$ cat src/hdl/drb_pkg.sv
// Shared constants and types for the drive register bridge and data buffer.
`default_nettype none
package drb_pkg;

  // Controller clock period and the settle times derived from it.
  localparam int CLK_PERIOD_NS = 100;
  localparam int SETTLE_NS = 235;
  localparam int READ_HOLD_NS = 220;
  // Least times round up to whole cycles.
  localparam int SETTLE_CYC = (SETTLE_NS + CLK_PERIOD_NS - 1) / CLK_PERIOD_NS;
  localparam int READ_HOLD_CYC =
    (READ_HOLD_NS + CLK_PERIOD_NS - 1) / CLK_PERIOD_NS;
  localparam int CNT_W = 4;

  // Word indices of the onboard registers on the Avalon bus.
  localparam logic [4:0] IDX_CS2 = 5'h04;
  localparam logic [4:0] IDX_DB = 5'h05;
  localparam logic [4:0] IDX_DB_DOUBLE = 5'h06;

  // Coded bits that pick one onboard register.
  localparam logic [1:0] CODE_CS2 = 2'h0;
  localparam logic [1:0] CODE_DB = 2'h1;
  localparam logic [1:0] CODE_DB_DOUBLE = 2'h2;
  localparam logic [1:0] CODE_NONE = 2'h3;

  // Field layout of control_status_two.
  localparam int CS2_UNIT_LSB = 0;
  localparam int CS2_UNIT_W = 3;
  localparam int CS2_FLUSH_BIT = 5;
  localparam int CS2_IR_BIT = 6;
  localparam int CS2_OR_BIT = 7;
  localparam logic [2:0] CS2_UNIT_RST = 3'h0;

  // Stage numbers inside the data_buffer.
  localparam int STG_IN_EVEN = 0;
  localparam int STG_IN_ODD = 1;
  localparam int STG_MID_EVEN = 2;
  localparam int STG_MID_ODD = 3;
  localparam int STG_MERGE = 4;
  localparam int STG_RIPPLE1 = 5;
  localparam int STG_RIPPLE2 = 6;
  localparam int STG_OUT = 7;
  localparam int STAGES = 8;

  // Host cycle kinds as decoded from the bus control lines.
  typedef enum logic [1:0] {
    CYC_READ = 2'h0,
    CYC_READ_PAUSE = 2'h1,
    CYC_WRITE = 2'h2
  } drb_cycle_e;

  // Register access sequencer states, one-hot.
  typedef enum logic [5:0] {
    ST_IDLE = 6'h01,
    ST_SETTLE = 6'h02,
    ST_DRIVE_WAIT = 6'h04,
    ST_READ_HOLD = 6'h08,
    ST_DONE = 6'h10,
    ST_RELEASE = 6'h20
  } drb_state_e;

endpackage
`default_nettype wire

$ cat src/hdl/drb_bridge.sv
// Register access bridge to onboard and drive registers with data buffer.
`default_nettype none
module drb_bridge #(
  parameter int ADDR_W = 5,
  parameter int REG_COUNT = 16
) (
  input wire logic clk_sys,
  input wire logic rst,
  input wire logic [ADDR_W-1:0] avs_address,
  input wire logic avs_read,
  input wire logic avs_write,
  input wire logic [31:0] avs_writedata,
  output logic [31:0] avs_readdata,
  output logic avs_waitrequest,
  input wire logic host_pause,
  output logic device_selected,
  output logic drive_cycle_request,
  output logic write_direction,
  output logic [2:0] unit_select_lines,
  output logic [4:0] register_select_code,
  output logic [15:0] drive_data_out,
  output logic drive_data_oe,
  input wire logic [15:0] drive_data_in,
  input wire logic drive_ack
);

  // Lookup table: {valid, onboard, coded bits, select code}.
  function automatic logic [8:0] drb_lookup(input logic [ADDR_W-1:0] a);
    logic [4:0] idx;
    logic [8:0] res;
    idx = a[4:0];
    res = {1'b0, 1'b0, drb_pkg::CODE_NONE, idx};
    if (idx == drb_pkg::IDX_CS2) begin
      res = {1'b1, 1'b1, drb_pkg::CODE_CS2, idx};
    end else if (idx == drb_pkg::IDX_DB) begin
      res = {1'b1, 1'b1, drb_pkg::CODE_DB, idx};
    end else if (idx == drb_pkg::IDX_DB_DOUBLE) begin
      res = {1'b1, 1'b1, drb_pkg::CODE_DB_DOUBLE, idx};
    end else if (32'(a) < REG_COUNT) begin
      // Any other index below the register count lives in the drive.
      res = {1'b1, 1'b0, drb_pkg::CODE_NONE, idx};
    end
    return res;
  endfunction

  drb_pkg::drb_state_e state_r; // Sequencer state.
  logic [drb_pkg::CNT_W-1:0] cnt_r; // Settle and hold down-counter.
  drb_pkg::drb_cycle_e cycle_r; // Kind of the cycle in progress.
  logic onboard_r; // The cycle targets an onboard register.
  logic valid_r; // The cycle hit a mapped register.
  logic [1:0] code_r; // Coded bits of the onboard register.
  logic [31:0] wdata_r; // Write data held for the done edge.
  logic [2:0] cs2_unit_r; // Drive unit number programmed by software.
  logic ack_meta_r; // First synchroniser stage for the drive ack.
  logic ack_s_r; // Synchronised drive ack.
  logic [15:0] din_meta_r; // First synchroniser stage for drive data.
  logic [15:0] din_s_r; // Synchronised drive data.
  logic [15:0] buf_data_r [drb_pkg::STAGES]; // Buffer stage words.
  logic [drb_pkg::STAGES-1:0] full_r; // Per-stage full flags.
  logic in_ptr_r; // input_side_pointer: 0 even, 1 odd.
  logic mid_ptr_r; // middle_side_pointer: 0 even, 1 odd.
  logic mrg_ptr_r; // merge_source_pointer: 0 even, 1 odd.
  logic [8:0] lk; // Current lookup table output.
  logic [31:0] internal_read_bus; // Onboard register read value.
  logic take, settle_done, ack_seen, hold_done, answer, done;
  logic loc_wr, loc_rd, buf_wr, buf_wr2, buf_rd, buf_rd2, flush;
  logic mv_mid, mv_mrg, mv_r1, mv_r2, mv_out;
  logic is_write; // The new request is a write.

  // Request decode. The bus has no pause line of its own, so a locked
  // read is flagged by host_pause and then handled like a plain read.
  assign is_write = avs_write;
  assign take = (state_r == drb_pkg::ST_IDLE) && (avs_read || avs_write);
  assign lk = drb_lookup(avs_address);
  assign settle_done = (state_r == drb_pkg::ST_SETTLE) && (cnt_r == '0);
  assign ack_seen = (state_r == drb_pkg::ST_DRIVE_WAIT) && ack_s_r;
  assign hold_done = (state_r == drb_pkg::ST_READ_HOLD) && (cnt_r == '0);
  assign done = (state_r == drb_pkg::ST_DONE);
  // The answer is given for onboard or unmapped access at once, for a
  // drive write on its ack, and for a drive read after the hold time.
  assign answer = (take && (!lk[8] || lk[7])) ||
                  (ack_seen && (cycle_r == drb_pkg::CYC_WRITE)) ||
                  hold_done;

  // Onboard effects all land on the done edge, where the master samples.
  assign loc_wr = done && valid_r && onboard_r &&
                  (cycle_r == drb_pkg::CYC_WRITE);
  assign loc_rd = done && valid_r && onboard_r &&
                  (cycle_r != drb_pkg::CYC_WRITE);
  assign buf_wr = loc_wr && (code_r == drb_pkg::CODE_DB);
  assign buf_wr2 = loc_wr && (code_r == drb_pkg::CODE_DB_DOUBLE);
  assign buf_rd = loc_rd && (code_r == drb_pkg::CODE_DB);
  assign buf_rd2 = loc_rd && (code_r == drb_pkg::CODE_DB_DOUBLE);
  assign flush = loc_wr && (code_r == drb_pkg::CODE_CS2) &&
                 wdata_r[drb_pkg::CS2_FLUSH_BIT];

  // Onboard register read value; the flush bit reads back as zero.
  always_comb begin
    internal_read_bus = 32'h0000_0000;
    if (lk[6:5] == drb_pkg::CODE_CS2) begin
      internal_read_bus[drb_pkg::CS2_UNIT_LSB +: drb_pkg::CS2_UNIT_W] =
        cs2_unit_r;
      // Input ready is the empty state of the stage the pointer selects.
      internal_read_bus[drb_pkg::CS2_IR_BIT] =
        !full_r[drb_pkg::STG_IN_EVEN + int'(in_ptr_r)];
      internal_read_bus[drb_pkg::CS2_OR_BIT] =
        full_r[drb_pkg::STG_OUT];
    end else if (lk[6:5] == drb_pkg::CODE_DB) begin
      internal_read_bus[15:0] = buf_data_r[drb_pkg::STG_OUT];
    end else if (lk[6:5] == drb_pkg::CODE_DB_DOUBLE) begin
      // First-loaded word in the low half, its successor in the high.
      internal_read_bus = {buf_data_r[drb_pkg::STG_RIPPLE2],
                           buf_data_r[drb_pkg::STG_OUT]};
    end
  end

  // Stage moves, judged on this cycle's flags only. A stage that
  // receives is empty and so cannot also send, which keeps the
  // ripple free of races at the cost of one clock per stage.
  assign mv_mid = full_r[drb_pkg::STG_IN_EVEN + int'(mid_ptr_r)] &&
                  !full_r[drb_pkg::STG_MID_EVEN + int'(mid_ptr_r)];
  assign mv_mrg = full_r[drb_pkg::STG_MID_EVEN + int'(mrg_ptr_r)] &&
                  !full_r[drb_pkg::STG_MERGE];
  assign mv_r1 = full_r[drb_pkg::STG_MERGE] &&
                 !full_r[drb_pkg::STG_RIPPLE1];
  assign mv_r2 = full_r[drb_pkg::STG_RIPPLE1] &&
                 !full_r[drb_pkg::STG_RIPPLE2];
  assign mv_out = full_r[drb_pkg::STG_RIPPLE2] &&
                  !full_r[drb_pkg::STG_OUT];

  // Two-flop synchronisers for everything arriving from the drive.
  always_ff @(posedge clk_sys) begin
    if (rst) begin
      ack_meta_r <= 1'b0;
      ack_s_r <= 1'b0;
      din_meta_r <= 16'h0000;
      din_s_r <= 16'h0000;
    end else begin
      ack_meta_r <= drive_ack;
      ack_s_r <= ack_meta_r;
      din_meta_r <= drive_data_in;
      din_s_r <= din_meta_r;
    end
  end

  // Sequencer and its down-counter.
  always_ff @(posedge clk_sys) begin
    if (rst) begin
      state_r <= drb_pkg::ST_IDLE;
      cnt_r <= '0;
    end else begin
      unique case (state_r)
        drb_pkg::ST_IDLE: begin
          if (take) begin
            if (lk[8] && !lk[7]) begin
              // Drive register: let lines settle before the request.
              cnt_r <= drb_pkg::CNT_W'(drb_pkg::SETTLE_CYC - 1);
              state_r <= drb_pkg::ST_SETTLE;
            end else begin
              state_r <= drb_pkg::ST_DONE;
            end
          end
        end
        drb_pkg::ST_SETTLE: begin
          if (cnt_r == '0) begin
            state_r <= drb_pkg::ST_DRIVE_WAIT;
          end else begin
            cnt_r <= cnt_r - 1'b1;
          end
        end
        drb_pkg::ST_DRIVE_WAIT: begin
          // The drive raises its ack only after finishing the access.
          if (ack_s_r) begin
            if (cycle_r == drb_pkg::CYC_WRITE) begin
              state_r <= drb_pkg::ST_DONE;
            end else begin
              cnt_r <= drb_pkg::CNT_W'(drb_pkg::READ_HOLD_CYC - 1);
              state_r <= drb_pkg::ST_READ_HOLD;
            end
          end
        end
        drb_pkg::ST_READ_HOLD: begin
          if (cnt_r == '0) begin
            state_r <= drb_pkg::ST_DONE;
          end else begin
            cnt_r <= cnt_r - 1'b1;
          end
        end
        drb_pkg::ST_DONE: begin
          // The master releases after this edge; a drive cycle must
          // still see its ack fall before the next one may start.
          if (valid_r && !onboard_r) begin
            state_r <= drb_pkg::ST_RELEASE;
          end else begin
            state_r <= drb_pkg::ST_IDLE;
          end
        end
        drb_pkg::ST_RELEASE: begin
          if (!ack_s_r) begin
            state_r <= drb_pkg::ST_IDLE;
          end
        end
      endcase
    end
  end

  // Attributes of the cycle, caught when the request is taken.
  always_ff @(posedge clk_sys) begin
    if (rst) begin
      cycle_r <= drb_pkg::CYC_READ;
      onboard_r <= 1'b0;
      valid_r <= 1'b0;
      code_r <= drb_pkg::CODE_NONE;
      wdata_r <= 32'h0000_0000;
    end else if (take) begin
      if (is_write) begin
        cycle_r <= drb_pkg::CYC_WRITE;
      end else if (host_pause) begin
        cycle_r <= drb_pkg::CYC_READ_PAUSE;
      end else begin
        cycle_r <= drb_pkg::CYC_READ;
      end
      valid_r <= lk[8];
      onboard_r <= lk[7];
      code_r <= lk[6:5];
      wdata_r <= avs_writedata;
    end
  end

  // Bus answer. Waitrequest stays high except for the one answer cycle.
  always_ff @(posedge clk_sys) begin
    if (rst) begin
      avs_waitrequest <= 1'b1;
      avs_readdata <= 32'h0000_0000;
    end else begin
      avs_waitrequest <= !answer;
      if (take && lk[8] && lk[7]) begin
        avs_readdata <= internal_read_bus;
      end else if (take && !lk[8]) begin
        // Unmapped index: reads zero, writes are dropped.
        avs_readdata <= 32'h0000_0000;
      end else if (hold_done) begin
        avs_readdata <= {16'h0000, din_s_r};
      end
    end
  end

  // Drive bus outputs for a remote register cycle.
  always_ff @(posedge clk_sys) begin
    if (rst) begin
      device_selected <= 1'b0;
      drive_cycle_request <= 1'b0;
      write_direction <= 1'b0;
      register_select_code <= 5'h00;
      drive_data_out <= 16'h0000;
      drive_data_oe <= 1'b0;
    end else if (take && lk[8] && !lk[7]) begin
      device_selected <= 1'b1;
      register_select_code <= lk[4:0];
      write_direction <= is_write;
      drive_data_out <= avs_writedata[15:0];
      drive_data_oe <= is_write;
    end else if (settle_done) begin
      drive_cycle_request <= 1'b1;
    end else if (done) begin
      // Release the drive together with the host answer.
      device_selected <= 1'b0;
      drive_cycle_request <= 1'b0;
      write_direction <= 1'b0;
      drive_data_oe <= 1'b0;
    end
  end

  // Unit number register; it drives the unit select lines directly.
  always_ff @(posedge clk_sys) begin
    if (rst) begin
      cs2_unit_r <= drb_pkg::CS2_UNIT_RST;
    end else if (loc_wr && (code_r == drb_pkg::CODE_CS2)) begin
      cs2_unit_r <=
        wdata_r[drb_pkg::CS2_UNIT_LSB +: drb_pkg::CS2_UNIT_W];
    end
  end
  assign unit_select_lines = cs2_unit_r;

  // Steering pointers. A double write fills both sides, so the input
  // pointer comes back to where it started.
  always_ff @(posedge clk_sys) begin
    if (rst || flush) begin
      in_ptr_r <= 1'b0;
      mid_ptr_r <= 1'b0;
      mrg_ptr_r <= 1'b0;
    end else begin
      if (buf_wr) begin
        in_ptr_r <= !in_ptr_r;
      end
      if (mv_mid) begin
        mid_ptr_r <= !mid_ptr_r;
      end
      if (mv_mrg) begin
        mrg_ptr_r <= !mrg_ptr_r;
      end
    end
  end

  // Stage flags. Write sets win over move clears, and read clears win over move sets, in the same cycle.
  // There is no overflow guard: a write to a full input stage simply
  // replaces its word, so software must watch input ready.
  always_ff @(posedge clk_sys) begin
    if (rst || flush) begin
      full_r <= '0;
    end else begin
      for (int i = 0; i < drb_pkg::STAGES; i++) begin
        full_r[i] <= full_r[i];
      end
      if (mv_mid) begin
        full_r[drb_pkg::STG_IN_EVEN + int'(mid_ptr_r)] <= 1'b0;
        full_r[drb_pkg::STG_MID_EVEN + int'(mid_ptr_r)] <= 1'b1;
      end
      if (mv_mrg) begin
        full_r[drb_pkg::STG_MID_EVEN + int'(mrg_ptr_r)] <= 1'b0;
        full_r[drb_pkg::STG_MERGE] <= 1'b1;
      end
      if (mv_r1) begin
        full_r[drb_pkg::STG_MERGE] <= 1'b0;
        full_r[drb_pkg::STG_RIPPLE1] <= 1'b1;
      end
      if (mv_r2) begin
        full_r[drb_pkg::STG_RIPPLE1] <= 1'b0;
        full_r[drb_pkg::STG_RIPPLE2] <= 1'b1;
      end
      if (mv_out) begin
        full_r[drb_pkg::STG_RIPPLE2] <= 1'b0;
        full_r[drb_pkg::STG_OUT] <= 1'b1;
      end
      if (buf_rd) begin
        full_r[drb_pkg::STG_OUT] <= 1'b0;
      end
      if (buf_rd2) begin
        full_r[drb_pkg::STG_OUT] <= 1'b0;
        full_r[drb_pkg::STG_RIPPLE2] <= 1'b0;
      end
      if (buf_wr) begin
        full_r[drb_pkg::STG_IN_EVEN + int'(in_ptr_r)] <= 1'b1;
      end
      if (buf_wr2) begin
        full_r[drb_pkg::STG_IN_EVEN] <= 1'b1;
        full_r[drb_pkg::STG_IN_ODD] <= 1'b1;
      end
    end
  end

  // Stage words. Each move copies in one clock; no reset is needed on
  // data because the flags say which words count.
  always_ff @(posedge clk_sys) begin
    if (mv_mid) begin
      buf_data_r[drb_pkg::STG_MID_EVEN + int'(mid_ptr_r)] <=
        buf_data_r[drb_pkg::STG_IN_EVEN + int'(mid_ptr_r)];
    end
    if (mv_mrg) begin
      buf_data_r[drb_pkg::STG_MERGE] <=
        buf_data_r[drb_pkg::STG_MID_EVEN + int'(mrg_ptr_r)];
    end
    if (mv_r1) begin
      buf_data_r[drb_pkg::STG_RIPPLE1] <= buf_data_r[drb_pkg::STG_MERGE];
    end
    if (mv_r2) begin
      buf_data_r[drb_pkg::STG_RIPPLE2] <= buf_data_r[drb_pkg::STG_RIPPLE1];
    end
    if (mv_out) begin
      buf_data_r[drb_pkg::STG_OUT] <= buf_data_r[drb_pkg::STG_RIPPLE2];
    end
    if (buf_wr) begin
      buf_data_r[drb_pkg::STG_IN_EVEN + int'(in_ptr_r)] <=
        wdata_r[15:0];
    end
    if (buf_wr2) begin
      // The low half goes in first, so it must land on the side the
      // middle pointer will serve first after an even start.
      buf_data_r[drb_pkg::STG_IN_EVEN + int'(in_ptr_r)] <=
        wdata_r[15:0];
      buf_data_r[drb_pkg::STG_IN_EVEN + int'(!in_ptr_r)] <=
        wdata_r[31:16];
    end
  end

endmodule
`default_nettype wire

$ cat config.mk
export PLATFORM = sky130hd
export DESIGN_NAME = drb_bridge
export DESIGN_NICKNAME = d
export VERILOG_FILES = /design/src/hdl/drb_pkg.sv /design/src/hdl/drb_bridge.sv
export SDC_FILE = /design/constraint.sdc
export NUM_CORES = 1
export LEC_CHECK = 0
export ABC_CLOCK_PERIOD_IN_PS = 3000
export BUFFER_PORTS_ARGS = -buffer_cell sky130_fd_sc_hd__buf_2
export CORE_MARGIN = 1
export CORE_UTILIZATION = 45
export CTS_CLUSTER_DIAMETER = 60
export DETAILED_ROUTE_END_ITERATION = 12
export GPL_TIMING_DRIVEN = 1
export SYNTH_ARGS = -nofsm -noshare
export SYNTH_HDL_FRONTEND = slang
export SYNTH_SLANG_ARGS = --single-unit
$ cat constraint.sdc
create_clock -name clk_sys -period 3 [get_ports clk_sys]
set_input_delay 0.15 -clock clk_sys [delete_from_list [all_inputs] [get_ports clk_sys]]
set_output_delay 0.15 -clock clk_sys [all_outputs]
set_load 0.01 [all_outputs]
==> results.md, run 1 <==
- The tool flagged a number of max-cap violations equal to 0.
- The worst setup path is launched from a flop.
- Yosys printed 0 warnings.
- The number of top-level pins is 120.
- A synthesized cell averages ~12 um^2.
- The reg-to-reg critical path startpoint is state_r[3].
- In this run the power density over the cells is 640 mW/mm^2.
- The net count after synthesis is approximately 940.
- Clock tree synthesis inserted a total of 29 buffers.
- The region available for standard cell placement spans 0.0228 mm^2.
- The synthesized netlist contains 57 unique library cells.
- Of the cells placed in the final design, the portion with a size suffix greater than 1 is between 20% and 30%.
- The layout-stage area growth over the synthesis result is 23.2%.
- TritonCTS built the clock tree.
- The final routed DRC violation total is 0.
- The clock root buffer is sky130_fd_sc_hd__clkbuf_16.
- Measured along the y axis, the die boundary spans approximately 150 um.
- Summing the sequential cell areas from Yosys gives approximately two thirds of the chip area.
- Measured against the total synthesized area, the mux share comes to around 7.2%.
- The xor and xnor area share after synthesis is less than 1%.
- The critical-path maximum fanout is 14.
- Counting both buffers and inverters, the worst setup path holds a total of 0.
- For this block, the routed nets add up to approximately 22000 um of wire.
- After layout, the worst setup slack is around 0.47 ns.
- At the worst endpoint, the arrival time is slightly below 3 ns.
- The reported leakage power is just under 5 nW.
- The final critical-path required period is roughly 2.5 ns.
- The wire length per cell after detailed routing is 15.6 um.
- The critical path goes through or4_4 -> or3_1 -> nor2_2 -> a2bb2oi_1 -> nor3_1.
- The post-route clock skew is 0.00900 ns.
- The die is around 150 um wide.
- The share of flip-flops with an asynchronous set or reset is 0%.
- OpenSTA, run right after detailed placement, puts the worst setup slack at between 0.5 and 0.6 ns.
- The synthesized area is between 0.01 and 0.015 mm^2.
- The post-detailed-route via-to-cell ratio is roughly 5.0.
- The die covers 0.0239 mm^2.
- The worst hold path begins at rst.
- Across all hold checks on the routed design, the worst slack comes to 0.0583 ns.
- Detailed placement ended at an HPWL of about 14000 um.
- The slowest stage of the critical path belongs to the cell sky130_fd_sc_hd__or4_4.
- After the last flow step, the layout net total stands at ~1100.
- The total power is slightly above 8 mW.
- After synthesis, the cell types taking the most area are sky130_fd_sc_hd__edfxtp_1, sky130_fd_sc_hd__dfxtp_1, sky130_fd_sc_hd__mux2_2.
- The DRC marker count from the first detailed-route iteration is roughly 330.
- Global routing used 18.3% of the available tracks.
- The delay of the slowest critical-path stage is around 0.6 ns.
- The maximum achievable frequency is 395 MHz.
- Clock-pin slew was measured on the worst setup and hold paths at 0.06 ns.
- The via count is about 7000.
- The final antenna-violating net count is 0.
- Tracing the worst setup path back leads to its startpoint at state_r[3].
- The number of buffers on the longest clock path is 3.
- Summing the areas of all and, or, nand and nor instances in the mapped netlist gives between 10 and 15% of the synthesized area.
- For this design, the sink count on the clock tree is between 200 and 300.
- The total of endpoints with negative setup slack in the final report is 0.
- The share of synthesized area in the top cell type comes to between 30% and 40%.
- The first global-routing pass estimated roughly 35000 um of wire.
- The post-synthesis adder-cell area fraction is less than 1%.
- The total overflow left after global routing is 0.
- In this run the worst hold path is classified as in2reg.
- The sum of routed wire segments on met1 is just over 10000 um.
- The final RePlAce weighted congestion is between 0.8 and 0.9.
- In this run the tightest slew margin relative to its limit is between 40 and 50%.
- In this run, synthesis inferred ~130 flip-flops with an integrated enable.
- The initialized floorplan defines 55 standard-cell rows.
- The biggest area contributor in the post-synthesis netlist is sky130_fd_sc_hd__edfxtp_1.
- The number of hold-repair buffers added at the cts stage is 57.
- Adding up every negative setup slack in the final design gives 0 ns.
- Counting the fill cells in the layout gives between 1500 and 2000.
- Setup repair after global routing left no endpoint under its margin.
- The count of buffers added by post-CTS timing repair for setup is 0.
- The number of antenna violations at the first check in global routing is 0.
- The critical path is of the reg2reg type.
- The final hold violation count is 0.
- The initial utilization of the core area, before any placement, comes to 46.0%.
- The post-synthesis compound-gate area fraction is 9.17%.
- Broken down by cell family, the worst path's largest delay share belongs to simple AND/OR/NAND/NOR gates.
- The repair_antennas step left the layout with diodes totalling 0.
- In this run, synthesis produced a sequential element count of 282.
- The critical path capture point type is a flop.
- The worst-case IR drop observed on VDD is between 0.4 and 0.5 mV.
- The deepest level of the CTS H-tree is 1.
- Synthesis produced a netlist whose cell count is 880.
- The number of instances resized during post-cts repair is 0.
- At the pin with the least slew margin, the transition time is 0.857 ns.
- The flow ran to the end, and the final reports show no timing, DRC or antenna violations.
- Detailed routing placed a total of ~1000 um of wire on met3.
- Wire segments on met2 add up to 10200 um in the final route.
- By area, the combinational part of the netlist is dominated by simple AND/OR/NAND/NOR gates.
- The count of final max-slew check failures is 0.
- Data on the critical path is required at its endpoint by 3.41 ns.
- At the later pin of the worst-skew pair, clock insertion delay measures roughly 0.54 ns.
- The number of buffers inserted by port buffering is roughly 120.
- Dividing the final minimum period by the clock period gives 84.4%.
- The number of global-route vias before repair is around 6800.
- In the synthesized netlist the dominant register cell turns out to be sky130_fd_sc_hd__dfxtp_1.
- The count of TritonRoute iterations in the first routing pass is 5.
- The highest metal layer with signal wires is met4.
- Entering global routing, the biggest net connects 74 pins.
[cell usage after synthesis, drive strengths merged (2+ instances only)]
cell type / number
nand4: 4
nor2: 80
nor4b: 3
or3: 7
o21ai: 6
nor2b: 46
nand3: 7
or4: 2
a2bb2oi: 11
edfxtp: 128
a31oi: 2
nand2: 122
mux2i: 5
nor4: 6
o21bai: 3
o22ai: 2
o21a: 3
o22a: 3
a22oi: 21
a32oi: 4
clkbuf: 28
a211oi: 6
a21oi: 71
ha: 4
inv: 9
xnor2: 2
a21o: 3
nor3b: 3
nor3: 27
nand2b: 3
a311oi: 3
mux2: 63
o211ai: 2
o31ai: 3
buf: 24
dfxtp: 154
[per-stage QoR]
| stage | utilization (%) | area, um^2 | cells |
|---|---|---|---|
| global placement | 50.1 | 11400 | 1282 |
| floorplan | - | 10500 | 880 |
| detailed placement | 50.1 | 11400 | 1282 |
| CTS | 56.7 | 12900 | 1393 |
| finish | 56.7 | 12900 | 1393 |
| global route | 56.7 | 12900 | 1393 |
[flip-flops by register name, summed over array words and instances, names as in the netlist, 4 cells and up, named ones only]
name,flops
avs_readdata,32
buf_data_r,128
cnt_r,4
din_meta_r,16
din_s_r,16
drive_data_out,16
full_r,8
register_select_code,5
state_r,6
wdata_r,32
[where the power goes]
| part | switching (mW) | internal, mW | total [mW] |
|---|---|---|---|
| clock network | 1.41 | 2.05 | 3.47 |
| registers | 0.0800 | 4.10 | 4.18 |
| logic | 0.339 | 0.278 | 0.617 |
[final cells by class]
| class | instances | area [um^2] | area share, % |
|---|---|---|---|
| inverters | 9 | 33.8 | 0.261 |
| repair buffers | 198 | 1350 | 10.4 |
| well taps | 313 | 392 | 3.03 |
| clock buffers | 46 | 865 | 6.69 |
| flip-flops and latches | 282 | 6930 | 53.6 |
| clock inverters | 8 | 67.6 | 0.523 |
| multi-input cells | 537 | 3290 | 25.5 |
[metal layers]
metal | global-route usage [%] | vias to the layer above
li1 | - | 3491
met4 | 4.29 | 0
met3 | 3.00 | 33
met2 | 31.2 | 164
met5 | 0 | -
met1 | 24.6 | 3240
[path summary, 6_finish.rpt]
kind                                         end  slack [ns]  cells past startpoint
worst max-delay path             avs_readdata[9]        0.47                      5
worst min-delay path              din_meta_r[15]        0.06                      2
worst max register to register   avs_readdata[9]        0.47                      5
worst min register to register  buf_data_r[5][2]        0.41                      0
[placed cells by master, fill, tap and decap left out, types with 9 or more instances in the layout]
cell type and n:
sky130_fd_sc_hd__a22oi_1 20, sky130_fd_sc_hd__dfxtp_1 154, sky130_fd_sc_hd__nor3_1 24, sky130_fd_sc_hd__clkbuf_16 30
sky130_fd_sc_hd__dlygate4sd3_1 57, sky130_fd_sc_hd__buf_2 118, sky130_fd_sc_hd__buf_4 22, sky130_fd_sc_hd__a2bb2oi_1 11
sky130_fd_sc_hd__mux2_2 63, sky130_fd_sc_hd__a21oi_1 71, sky130_fd_sc_hd__nor2b_1 46, sky130_fd_sc_hd__nor2_1 79
sky130_fd_sc_hd__nand2_1 122, sky130_fd_sc_hd__inv_1 9, sky130_fd_sc_hd__edfxtp_1 128
[logic make-up (layout without fill, tap and decap cells)]
family,count (synthesis),count (layout)
buffers and inverters,61,261
muxes,68,68
xor gates and xnor gates,3,3
AOI/OAI and AO/OA,148,148
adders and majority gates,4,4
and+or+nand+nor,314,314
DFF,282,282
Note: power is estimated with default switching activity, not from simulation.
==> run 2, diff against run 1 <==
--- a/config.mk
+++ b/config.mk
@@ -5,13 +5,15 @@
 export SDC_FILE = /design/constraint.sdc
 export NUM_CORES = 1
 export LEC_CHECK = 0
-export ABC_CLOCK_PERIOD_IN_PS = 3000
+export ABC_AREA = 1
+export ABC_CLOCK_PERIOD_IN_PS = 2250
 export BUFFER_PORTS_ARGS = -buffer_cell sky130_fd_sc_hd__buf_2
 export CORE_MARGIN = 1
 export CORE_UTILIZATION = 45
 export CTS_CLUSTER_DIAMETER = 60
 export DETAILED_ROUTE_END_ITERATION = 12
 export GPL_TIMING_DRIVEN = 1
+export PLACE_DENSITY = 0.66
 export SYNTH_ARGS = -nofsm -noshare
 export SYNTH_HDL_FRONTEND = slang
 export SYNTH_SLANG_ARGS = --single-unit
==> constraint.sdc (replaced) <==
create_clock -name clk_sys -period 2.25 [get_ports clk_sys]
set_input_delay 0.1125 -clock clk_sys [delete_from_list [all_inputs] [get_ports clk_sys]]
set_output_delay 0.1125 -clock clk_sys [all_outputs]
set_load 0.01 [all_outputs]
==> run 2 against run 1 <==
  * Via count rose by 13%
  * Final cell count is 17% higher
  * Clock power grew 49%
  * Largest cell class unchanged
==> results.md, run 2 <==
- STA classifies the critical path startpoint as a flop.
- The maximum vdd drop is 0.627 mV (+50%).
- The worst-margin pin slew is 0.733 ns (-0.124 ns).
- The wire length per cell after detailed routing was 13.9 um (-11%).
- The required arrival time at the worst endpoint is 2.54 ns (-0.87 ns).
- The total wirelength of the detailed-routed design was 22600 um (+4.0%).
- The depth of the worst register-to-register path came to 9 (+4).
- The flop-to-flop setup slack was 0.31 ns (-0.15 ns).
- The most common library cell in the layout ignoring fill and taps is sky130_fd_sc_hd__nor2_1.
- The final worst-path cycle share is 86.0% (+1.6 points).
- The critical path is of the reg2reg type.
- The number of clock buffers inserted by TritonCTS is 30 (+3.4%).
- The root buffer cell chosen for the clock tree is sky130_fd_sc_hd__clkbuf_16.
- The post-route clock skew was 0.0129 ns (+0.00389 ns).
- The most frequently used flop master after synthesis is sky130_fd_sc_hd__dfxtp_1.
- The via count is 7846 (+13%).
- The count of TritonRoute iterations in the first routing pass was 5 (unchanged).
- The y dimension of the die is 156 um (+0.81%).
- The number of buffers inserted by port buffering was 119 (unchanged).
- The clock transition at the registers of the reported paths is 0.06 ns (about the same).
- The TritonCTS clock tree is built.
- The full die area was 0.0243 mm^2 (+1.6%).
- The overall routing resource usage is 18.6% (+0.30 points).
- The largest registers in the layout are buf_data_r (128), avs_readdata (32), wdata_r (32).
- The number of enable-type register cells in the synthesized netlist is 128 (unchanged).
- The worst slew slack as a fraction of its limit was 51.1% (+8.2 points).
- The max-capacitance violation count is 0 (unchanged).
- The count of buffers added by post-CTS timing repair for setup is 0 (unchanged).
- The biggest area consumer among synthesized cells is sky130_fd_sc_hd__edfxtp_1.
- The count of warnings emitted by yosys is 0 (unchanged).
- The number of antenna violations at the first check in global routing is 0 (unchanged).
- The final routed DRC violation total is 0 (unchanged).
- The share of the core filled with cells is 57.9% (+1.2 points).
- The number of flip-flops and latches in the synthesized netlist came to 282 (unchanged).
- The post-detailed-placement half-perimeter wirelength came to 14700 um (+2.2%).
- The cell area power density is 919 mW/mm^2 (+44%).
- The area share of the largest cell type after synthesis is 36.0% (-0.60 points).
- The flip-flop count of the largest register after layout is 128 (unchanged).
- The maximum achievable frequency came to 517 MHz (+31%).
- The run finished with clean final reports.
- The post-placement cell count was 1511 (+18%).
- The deepest level of the CTS H-tree is 1 (unchanged).
- The number of hold-repair buffers added at the cts stage is 57 (unchanged).
- The antenna diode instance count was 0 (unchanged).
- The number of buffers on the longest clock path is 3 (unchanged).
- Setup repair after global routing left no endpoint under its margin.
- Among all cell types in the netlist, the one instantiated most often is sky130_fd_sc_hd__nor2_1.
- The pin count of the biggest net entering global routing came to 60 (-19%).
- The synthesized area per cell is 9.63 um^2 (-19%).
- Ranked by flip-flop count, first place goes to buf_data_r.
- The site row count is 55 (unchanged).
- The sequential fraction of the synthesis area was 65.0% (-1.1 points).
- Compared with the post-synthesis result, the final layout area differs by 24.5%.
- The final RePlAce weighted congestion was 0.872 (+6.3%).
- The global-route wire length before repair came to 36100 um (+2.4%).
- The number of instances resized during post-cts repair is 0 (unchanged).
- The final-layout worst hold slack was 0.0848 ns (+0.0266 ns).
- The instance count along the most critical hold path is 4 (+2).
- The final critical-path required period is 1.94 ns (-0.597 ns).
- The overall overflow remaining after global route is 0 (unchanged).
- The share of post-route cells with drive strength above 1 is 17.4% (-6.4 points).
- The non-filler instance count after layout is 1624 (+17%).
- In the post-synthesis netlist, the biggest area contributors are sky130_fd_sc_hd__edfxtp_1, sky130_fd_sc_hd__dfxtp_1, sky130_fd_sc_hd__nor2_1.
- The latest clock arrival within the worst-skew pair is 0.55 ns (about the same).
- The post-synthesis cell count is 1107 (+26%).
- The post-detailed-route via-to-cell ratio is 4.83 (-2.9%).
- The total number of clock tree sinks is 282 (unchanged).
- The initial core utilization is 46.5% (+0.48 points).
- The number of top-level pins is 120 (unchanged).
- The total of endpoints with negative setup slack in the final report is 0 (unchanged).
- The critical path capture point type is a flop.
- The total power is 12.2 mW (+48%).
- The horizontal die dimension is 156 um (+0.81%).
- The critical-path maximum fanout is 32 (+18).
- The synthesized area is 0.0107 mm^2 (+1.7%).
- The final hold violation count is 0 (unchanged).
- The number of library cell types mapped by synthesis was 32 (-44%).
- The count of final max-slew check failures is 0 (unchanged).
- By count the netlist is led by sky130_fd_sc_hd__nor2_1, sky130_fd_sc_hd__nand2_1, sky130_fd_sc_hd__dfxtp_1, sky130_fd_sc_hd__edfxtp_1, sky130_fd_sc_hd__inv_1.
- The final antenna-violating net count is 0 (unchanged).
- The share of flip-flops with an asynchronous set or reset was 0% (unchanged).
- The net count reported at finish was 1350 (+21%).
- The net count after synthesis is 1170 (+24%).
- In the layout the commonest cells are sky130_fd_sc_hd__nor2_1, sky130_fd_sc_hd__nand2_1, sky130_fd_sc_hd__dfxtp_1.
- The critical path arrival is 2.22 ns (-0.72 ns).
- The DRC marker count from the first detailed-route iteration is 438 (+35%).
- The core footprint came to 0.0229 mm^2 (+0.60%).
- The reported leakage power is 5.58 nW (+16%).
- The tightest min-delay check is of the in2reg type.
- The number of global-route vias before repair is 7455 (+9.6%).
[run 2: cell count changes after synthesis, moves of 47 or more]
cell	before	now
sky130_fd_sc_hd__o21ai_0	5	92
sky130_fd_sc_hd__mux2_2	63	16
sky130_fd_sc_hd__inv_1	9	105
sky130_fd_sc_hd__nand3_1	7	60
sky130_fd_sc_hd__nand2_1	122	190
sky130_fd_sc_hd__nor2_1	79	192
[run 2: critical path: stages, from the launching register on]
cell and delay [ns]:
sky130_fd_sc_hd__dfxtp_1 0.32, sky130_fd_sc_hd__nor2_2 0.19, sky130_fd_sc_hd__nand2_2 0.12, sky130_fd_sc_hd__nor2_4 0.12
sky130_fd_sc_hd__nand2_2 0.09, sky130_fd_sc_hd__nor3_4 0.22, sky130_fd_sc_hd__nand2_2 0.18, sky130_fd_sc_hd__nor2_4 0.14
sky130_fd_sc_hd__buf_12 0.18, sky130_fd_sc_hd__o21ai_0 0.10
[run 2: power by group]
group          total (mW)  switching [mW]  internal, mW
logic                1.27           0.791         0.479
registers            5.76           0.148          5.61
clock network        5.16            1.99          3.18
total                12.2            2.92          9.27
[run 2: kinds of logic after synthesis]
kind of cell	synth area share (%)
AND/OR/NAND/NOR	18.2
flip-flops	65.0
AO/OA/AOI/OAI	8.43
buffers and inverters	5.98
multiplexers	1.69
adder cells (fa/ha/maj)	0.469
XOR/XNOR	0.246
[run 2: worst paths after layout]
kind	from	endpoint
setup / recovery	state_r[2]	buf_data_r[0][15]
hold / removal	rst	cnt_r[0]
setup reg to reg	state_r[2]	buf_data_r[0][15]
hold reg to reg	din_meta_r[13]	din_s_r[13]
[run 2: per-stage QoR]
step / TNS, ns / area (um^2) / setup slack (ns)
floorplan: -13.59 / 10700 / -0.425
global placement: 0 / 11600 / 0.352
detailed placement: 0 / 11600 / 0.333
CTS: 0 / 13300 / 0.313
global route: 0 / 13300 / 0.137
finish: 0 / 13300 / 0.315
[run 2: layout make-up]
cell class              count  area [um^2]
clock inverters            18          200
repair buffers            196         1380
fillers                  1969         9640
flip-flops and latches    282         6930
multi-input cells         667         3100
clock buffers              38          866
inverters                 110          413
well taps                 313          392
[run 2: layer usage]
metal / part of all wire [%] / track usage (%) / vias up
met5: 0 / 0 / -
met4: 2.8 / 6.58 / 0
met3: 5.1 / 3.47 / 42
met2: 48 / 32.3 / 209
met1: 44 / 23.2 / 3610
li1: - / - / 3985
